--- src/pkg/mrmc_consts.svh ---
`ifndef MRMC_CONSTS_SVH
`define MRMC_CONSTS_SVH

// ------------------------------------------------------------
// Register byte offsets
// ------------------------------------------------------------
`define MRMC_NAC_OFS 8'h00
`define MRMC_STAT_OFS 8'h04

// ------------------------------------------------------------
// Network access control field positions
// ------------------------------------------------------------
`define MRMC_FCOL_BIT 12
`define MRMC_OM_HI 11
`define MRMC_OM_LO 10
`define MRMC_MM_BIT 7
`define MRMC_PROM_BIT 6
`define MRMC_BOFZ_BIT 5
`define MRMC_PB_BIT 3
`define MRMC_RUN_BIT 1

// ------------------------------------------------------------
// Reset values and codes
// ------------------------------------------------------------
`define MRMC_FCOL_RST 1'h0
`define MRMC_OM_RST 2'h0
`define MRMC_MM_RST 1'h0
`define MRMC_PROM_RST 1'h1
`define MRMC_BOFZ_RST 1'h0
`define MRMC_PB_RST 1'h0
`define MRMC_RUN_RST 1'h0
`define MRMC_OM_NORMAL 2'h0
`define MRMC_OM_MACLB 2'h1

// ------------------------------------------------------------
// Status register field positions
// ------------------------------------------------------------
`define MRMC_ST_HI 1
`define MRMC_ST_LO 0
`define MRMC_ST_CARR_BIT 2

`endif

--- src/pkg/mrmc_pkg.sv ---
package mrmc_pkg;

    typedef enum logic [1:0] {
        MRMC_STOP,
        MRMC_RUN,
        MRMC_SUSP,
        MRMC_DRAIN
    } mrmc_rxst_t;

    typedef struct packed {
        logic fcol_en;
        logic [1:0] mode;
        logic mm;
        logic prom;
        logic bo_freeze;
        logic pb;
        logic rx_run;
        mrmc_rxst_t rxst;
        logic wr_pend;
        logic wr_nac;
        logic [31:0] rdata;
        logic readyout;
        logic resp;
        logic cs1;
        logic cs2;
        logic cs3;
        logic carrier_s;
        logic backoff_hold;
        logic force_col;
        logic mac_lb;
        logic accept;
        logic drop;
        logic running;
        logic stopped;
    } mrmc_state_t;

endpackage : mrmc_pkg

--- src/hdl/mrmc_mode_ctrl.sv ---
// Implementation choices: the AHB-Lite register port and the register addresses.
`timescale 1ns/1ps
`include "mrmc_consts.svh"

module mrmc_mode_ctrl (
    input wire logic clock,
    input wire logic nrst,
    input wire logic hsel,
    input wire logic [31:0] haddr,
    input wire logic [1:0] htrans,
    input wire logic hwrite,
    input wire logic [2:0] hsize,
    input wire logic [31:0] hwdata,
    input wire logic hready,
    output logic hreadyout,
    output logic hresp,
    output logic [31:0] hrdata,
    input wire logic carrier,
    input wire logic tx_active,
    input wire logic rx_frame_active,
    input wire logic rx_suspend_req,
    input wire logic rx_resume,
    input wire logic pkt_valid,
    input wire logic pkt_addr_match,
    input wire logic pkt_multicast,
    input wire logic pkt_bad,
    input wire logic pkt_pause,
    input wire logic pkt_wakeup,
    input wire logic pause_enable,
    input wire logic wakeup_enable,
    output logic force_collision,
    output logic mac_loopback,
    output logic backoff_hold,
    output logic pkt_accept,
    output logic pkt_drop,
    output logic rx_running,
    output logic rx_stopped
);

    mrmc_pkg::mrmc_state_t q;
    mrmc_pkg::mrmc_state_t next_q;

    logic addr_phase;
    logic [31:0] nac_word;
    logic [31:0] stat_word;
    logic addr_ok;
    logic quality_ok;
    logic ctl_ok;

    // ------------------------------------------------------------
    // Bus decode
    // ------------------------------------------------------------
    // Only whole-word transfers are used; hsize is not checked
    assign addr_phase = hsel & htrans[1] & hready;

    // ------------------------------------------------------------
    // Next state
    // ------------------------------------------------------------
    always_comb
    begin
        next_q = q;
        nac_word = 32'h0;
        stat_word = 32'h0;
        addr_ok = 1'b0;
        quality_ok = 1'b0;
        ctl_ok = 1'b0;

        // Data phase of a write; reserved bits dropped
        if (q.wr_pend && q.wr_nac)
        begin
            next_q.fcol_en = hwdata[`MRMC_FCOL_BIT];
            next_q.mode = hwdata[`MRMC_OM_HI:`MRMC_OM_LO];
            next_q.mm = hwdata[`MRMC_MM_BIT];
            next_q.prom = hwdata[`MRMC_PROM_BIT];
            next_q.bo_freeze = hwdata[`MRMC_BOFZ_BIT];
            next_q.pb = hwdata[`MRMC_PB_BIT];
            next_q.rx_run = hwdata[`MRMC_RUN_BIT];
        end

        // Receive processor
        case (q.rxst)
            mrmc_pkg::MRMC_STOP:
            begin
                if (next_q.rx_run)
                    next_q.rxst = mrmc_pkg::MRMC_RUN;
            end
            mrmc_pkg::MRMC_RUN:
            begin
                if (!next_q.rx_run)
                begin
                    // Let the frame on the wire complete
                    if (rx_frame_active)
                        next_q.rxst = mrmc_pkg::MRMC_DRAIN;
                    else
                        next_q.rxst = mrmc_pkg::MRMC_STOP;
                end
                else if (rx_suspend_req)
                    next_q.rxst = mrmc_pkg::MRMC_SUSP;
            end
            mrmc_pkg::MRMC_SUSP:
            begin
                if (!next_q.rx_run)
                    next_q.rxst = mrmc_pkg::MRMC_STOP;
                else if (rx_resume)
                    next_q.rxst = mrmc_pkg::MRMC_RUN;
            end
            mrmc_pkg::MRMC_DRAIN:
            begin
                if (next_q.rx_run)
                    next_q.rxst = mrmc_pkg::MRMC_RUN;
                else if (!rx_frame_active)
                    next_q.rxst = mrmc_pkg::MRMC_STOP;
            end
            default:
            begin
                next_q.rxst = mrmc_pkg::MRMC_STOP;
            end
        endcase

        // Control readback built from the updated copy (status from q), so a read
        // right behind a write sees the new value
        nac_word[`MRMC_FCOL_BIT] = next_q.fcol_en;
        nac_word[`MRMC_OM_HI:`MRMC_OM_LO] = next_q.mode;
        nac_word[`MRMC_MM_BIT] = next_q.mm;
        nac_word[`MRMC_PROM_BIT] = next_q.prom;
        nac_word[`MRMC_BOFZ_BIT] = next_q.bo_freeze;
        nac_word[`MRMC_PB_BIT] = next_q.pb;
        nac_word[`MRMC_RUN_BIT] = next_q.rx_run;
        stat_word[`MRMC_ST_HI:`MRMC_ST_LO] = q.rxst;
        stat_word[`MRMC_ST_CARR_BIT] = q.carrier_s;

        // Address phase
        next_q.wr_pend = addr_phase & hwrite;
        next_q.wr_nac = haddr[7:0] == `MRMC_NAC_OFS;
        if (addr_phase && !hwrite)
        begin
            // Unmapped words and reserved bits read zero
            if (haddr[7:0] == `MRMC_NAC_OFS)
                next_q.rdata = nac_word;
            else if (haddr[7:0] == `MRMC_STAT_OFS)
                next_q.rdata = stat_word;
            else
                next_q.rdata = 32'h0;
        end
        next_q.readyout = 1'b1;
        next_q.resp = 1'b0;

        // Carrier pin: change taken once stages two and three agree
        next_q.cs1 = carrier;
        next_q.cs2 = q.cs1;
        next_q.cs3 = q.cs2;
        if (q.cs2 == q.cs3)
            next_q.carrier_s = q.cs3;

        // MAC controls
        next_q.force_col = q.fcol_en & tx_active;
        next_q.mac_lb = q.mode == `MRMC_OM_MACLB;
        next_q.backoff_hold = q.bo_freeze & q.carrier_s;

        // Receive filter
        addr_ok = q.prom | pkt_addr_match
            | (q.mm & pkt_multicast);
        quality_ok = !pkt_bad | q.pb;
        ctl_ok = !pkt_bad
            & ((pkt_pause & pause_enable)
            | (pkt_wakeup & wakeup_enable));
        next_q.accept = 1'b0;
        next_q.drop = 1'b0;
        if (pkt_valid)
        begin
            case (q.rxst)
                mrmc_pkg::MRMC_RUN,
                mrmc_pkg::MRMC_DRAIN:
                    next_q.accept = addr_ok & quality_ok;
                mrmc_pkg::MRMC_STOP:
                    next_q.accept = ctl_ok;
                default:
                    next_q.accept = 1'b0;
            endcase
            next_q.drop = !next_q.accept;
        end

        next_q.running = next_q.rxst != mrmc_pkg::MRMC_STOP;
        next_q.stopped = next_q.rxst == mrmc_pkg::MRMC_STOP;
    end

    // ------------------------------------------------------------
    // State register
    // ------------------------------------------------------------
    always_ff @(posedge clock or negedge nrst)
    begin
        if (!nrst)
        begin
            q <= '0;
            q.fcol_en <= `MRMC_FCOL_RST;
            q.mode <= `MRMC_OM_RST;
            q.mm <= `MRMC_MM_RST;
            q.prom <= `MRMC_PROM_RST;
            q.bo_freeze <= `MRMC_BOFZ_RST;
            q.pb <= `MRMC_PB_RST;
            q.rx_run <= `MRMC_RUN_RST;
            q.rxst <= mrmc_pkg::MRMC_STOP;
            q.readyout <= 1'b1;
            q.stopped <= 1'b1;
        end
        else
        begin
            q <= next_q;
        end
    end

    // ------------------------------------------------------------
    // Outputs
    // ------------------------------------------------------------
    assign hreadyout = q.readyout;
    assign hresp = q.resp;
    assign hrdata = q.rdata;
    assign force_collision = q.force_col;
    assign mac_loopback = q.mac_lb;
    assign backoff_hold = q.backoff_hold;
    assign pkt_accept = q.accept;
    assign pkt_drop = q.drop;
    assign rx_running = q.running;
    assign rx_stopped = q.stopped;
endmodule : mrmc_mode_ctrl

--- config.mk ---
export PLATFORM = sky130hd
export DESIGN_NAME = mrmc_mode_ctrl
export DESIGN_NICKNAME = d
export VERILOG_FILES = /design/src/pkg/mrmc_pkg.sv /design/src/hdl/mrmc_mode_ctrl.sv
export VERILOG_INCLUDE_DIRS = /design/src /design/src/pkg
export SDC_FILE = /design/constraint.sdc
export NUM_CORES = 1
export LEC_CHECK = 0
export BUFFER_PORTS_ARGS = -buffer_cell sky130_fd_sc_hd__clkbuf_2
export CORE_UTILIZATION = 30
export DETAILED_ROUTE_END_ITERATION = 10
export PLACE_DENSITY = 0.65
export SLEW_MARGIN = 15
export SYNTH_ARGS = -nofsm -noshare
export SYNTH_HDL_FRONTEND = slang
export SYNTH_SLANG_ARGS = --single-unit
--- constraint.sdc ---
create_clock -name clock -period 3.5 [get_ports clock]
set_input_delay 0.525 -clock clock [delete_from_list [all_inputs] [get_ports clock]]
set_output_delay 0.525 -clock clock [all_outputs]
set_load 0.02 [all_outputs]
==> results.cfg <==
[synth]
synth.area.mux_share_pct = 4.87
yosysWarningCount = 0
synth_fa_ha_area_share_pct = 0.618
syn_area_sq_um = 1620
synth_compound_area_share_pct = 12.0
avgSynthCellArea_sq_um = 12.1
synth-simple-area-share_pct = 13.4
ys_types = 34
ys_seq_area_share_pct = 51.2
synth_seq_cells = 33
synth_top_family_by_area = buffers and inverters
syn_inst = 134
synth_xor_area_share_pct = 0

[setup_path]
start_kind = input pin
reg2reg_from = q[46]
path_class = in -> reg
critPathLaunch = haddr[5]
required_ns = 3.71
reg2regPathDepth = 3
worstSetupEndpointType = flop
slowest_stage = nor4_4
path_cells = clkbuf_2 -> nor4_4 -> nand4_4 -> o211ai_2
arrival_ns = 1.69
regToRegSetupSlack_ns = 2.06
crit_end = hrdata[1]
r2r_end = hrdata[3]
max_stage_delay_ns = 0.68
critPathMaxFanout = 10

[global_route]
track_usage_pct = 12.5
grt_pass1_vias = 1005
grt_pass1_wl_um = 4970
grt_max_degree = 34
grt_antenna_before_repair = 0
overflow = 0

[placed_design]
placed_cell_area_sq_um = 1780
port_buffers = 51
gp_congestion = 0.710
dp_hpwl_um = 2330

[final_layout]
design_area_sq_um = 1860
final_common_cell = clkbuf_2
drive_above_1_share_pct = 40.2
fillCellCount = 544
fin_nets = 265
layout_common_cells = clkbuf_2 (51), dfrtp_1 (31), conb_1 (24), and2_1 (9)
area_delta_synth_final_pct = 15.1
diodes = 0

[timing]
rsz0062_at_grt = no
finalMaxSlewViolations = 0
worst_clock_skew_ns = 0.00558
finalCritPeriodShare_pct = 42.2
whs_ns = 0.336
setup_viol = 0
finalHoldViolCount = 0
maxSlewHeadroom_pct = 44.0
fin_crit_ns = 1.48
worstMarginPinSlew_ns = 0.839
fmax_mhz = 677
final.setup.tns_ns = 0

[cts]
cts_tree = yes
clock_latency_ns = 0.28
cts_buffer_depth = 2
cts_buffers = 5
cts_setup_buffers = 0
htreeDepth = 2
ctsRootBufferMaster = clkbuf_8
holdBufCountCts = 0
clkSlewWorstSetupHoldPaths_ns = 0.07
post_cts_resize_count = 0
cts_sinks = 33

[detailed_routing]
first_iter_violations = 29
vias = 1068
drt_wl_total_um = 3190
first_pass_iters = 4
drc = 0
wl_per_cell_um = 12.8
postRouteAntennaNets = 0
avgViaCountPerCell = 4.29

[power_and_ir_drop]
ir_worst_vdd_uv = 126
cellLeakagePower_nw = 1.00
power_density_nw_per_um2 = 404

[floorplanning]
rows = 26
io_pins = 128
fp.dieArea_sq_um = 5690
core_area_sq_um = 5140
fp.dieH_um = 75.5
initial_core_util_pct = 31.5
die_x_um = 75.5

[flow_run]
drv_cap = 0

[status]
status = completed

[hold_path]
hold_class = in -> async
==> cells in the mapped netlist <==
| master | number | area (sq um) |
|---|---|---|
| dfstp_2 | 2 | 52.6 |
| a22oi_1 | 1 | 7.51 |
| and3_1 | 1 | 6.26 |
| and3_4 | 1 | 11.3 |
| buf_4 | 34 | 255 |
| or2_1 | 1 | 6.26 |
| o221a_1 | 1 | 11.3 |
| nand2_1 | 6 | 22.5 |
| and4b_1 | 1 | 10.0 |
| nand4b_1 | 1 | 8.76 |
| nand4_4 | 1 | 21.3 |
| conb_1 | 2 | 7.51 |
| and2_1 | 9 | 56.3 |
| o211ai_1 | 1 | 7.51 |
| a2111o_1 | 1 | 11.3 |
| dfrtp_1 | 31 | 776 |
| o211ai_2 | 1 | 12.5 |
| nor4_4 | 2 | 42.5 |
| o32ai_1 | 1 | 8.76 |
| inv_1 | 5 | 18.8 |
| o21ai_1 | 2 | 10.0 |
| nor3_1 | 1 | 5.00 |
| clkbuf_1 | 1 | 3.75 |
| a41o_1 | 7 | 70.1 |
| nor2b_1 | 2 | 12.5 |
| a2bb2oi_1 | 1 | 8.76 |
| and4_1 | 1 | 8.76 |
| nand2b_1 | 1 | 6.26 |
| a21boi_1 | 2 | 15.0 |
| maj3_1 | 1 | 10.0 |
| mux2_2 | 7 | 78.8 |
| buf_2 | 1 | 5.00 |
| o2111ai_1 | 3 | 26.3 |
| a21oi_1 | 1 | 5.00 |
==> cells by family after synthesis <==
| logic type | after synthesis |
|---|---|
| flip-flops | 33 |
| AO/OA/AOI/OAI | 22 |
| AND/OR/NAND/NOR | 28 |
| adder cells (fa/ha/maj) | 1 |
| buffers and inverters | 41 |
| multiplexers | 7 |
| other | 2 |
==> routing by layer <==
layer / vias to the layer above / global-route usage [%] / routed length (um)
met5: - / 0 / 0
met4: 0 / 4.94 / 41
met3: 5 / 5.29 / 234
met2: 53 / 19.6 / 1520
met1: 508 / 15.3 / 1400
li1: 502 / - / -
==> where the power goes <==
group	internal [mW]	switching [mW]	leakage, nW
clock	0.138	0.135	0.0450
sequential	0.393	0.00514	0.425
combinational	0.0256	0.0561	0.534
==> through the flow <==
step / utilization [%] / instances / total power [mW] / setup slack, ns
global route: 36.2 / 249 / 0.789 / 1.93
floorplan: - / 156 / 0.469 / 2.11
detailed placement: 34.6 / 241 / 0.488 / 1.70
global placement: 34.6 / 241 / 0.486 / 1.74
CTS: 36.2 / 249 / 0.763 / 2.00
finish: 36.2 / 249 / 0.753 / 2.02
==> registers in the layout, summed over array words and instances, names as in the netlist <==
signal           count
backoff_hold         1
force_collision      1
hrdata              10
mac_loopback         1
next_q               2
pkt_accept           1
pkt_drop             1
q                   14
rx_running           1
rx_stopped           1
==> worst min path at each step <==
stage               from      endpoint  slack (ns)  cells past startpoint
6_report            nrst     hrdata[2]        0.34                      1
5_1_grt          carrier     next_q[9]        0.33                      1
4_1_cts          carrier     next_q[9]        0.34                      1
3_5_place_dp   next_q[9]     next_q[8]        0.33                      0
3_3_place_gp   next_q[9]     next_q[8]        0.33                      0
2_1_floorplan       nrst  backoff_hold        0.23                      0
==> final cells by class <==
type	count	area [sq um]	share of cell area (%)
inverter	5	18.8	1.01
sequential	33	828	44.5
multi-input combinational	82	591	31.7
clock buffer	6	72.6	3.90
clock inverter	2	10.0	0.537
timing repair buffer	51	255	13.7
tap	70	87.6	4.70
==> critical path, delay by kind of cell <==
kind / cells / cell delay [ns]
AND/OR/NAND/NOR: 2 / 0.88
AO/OA/AOI/OAI: 1 / 0.18
buffers and inverters: 1 / 0.10
Power figures use the tool's default switching activity.
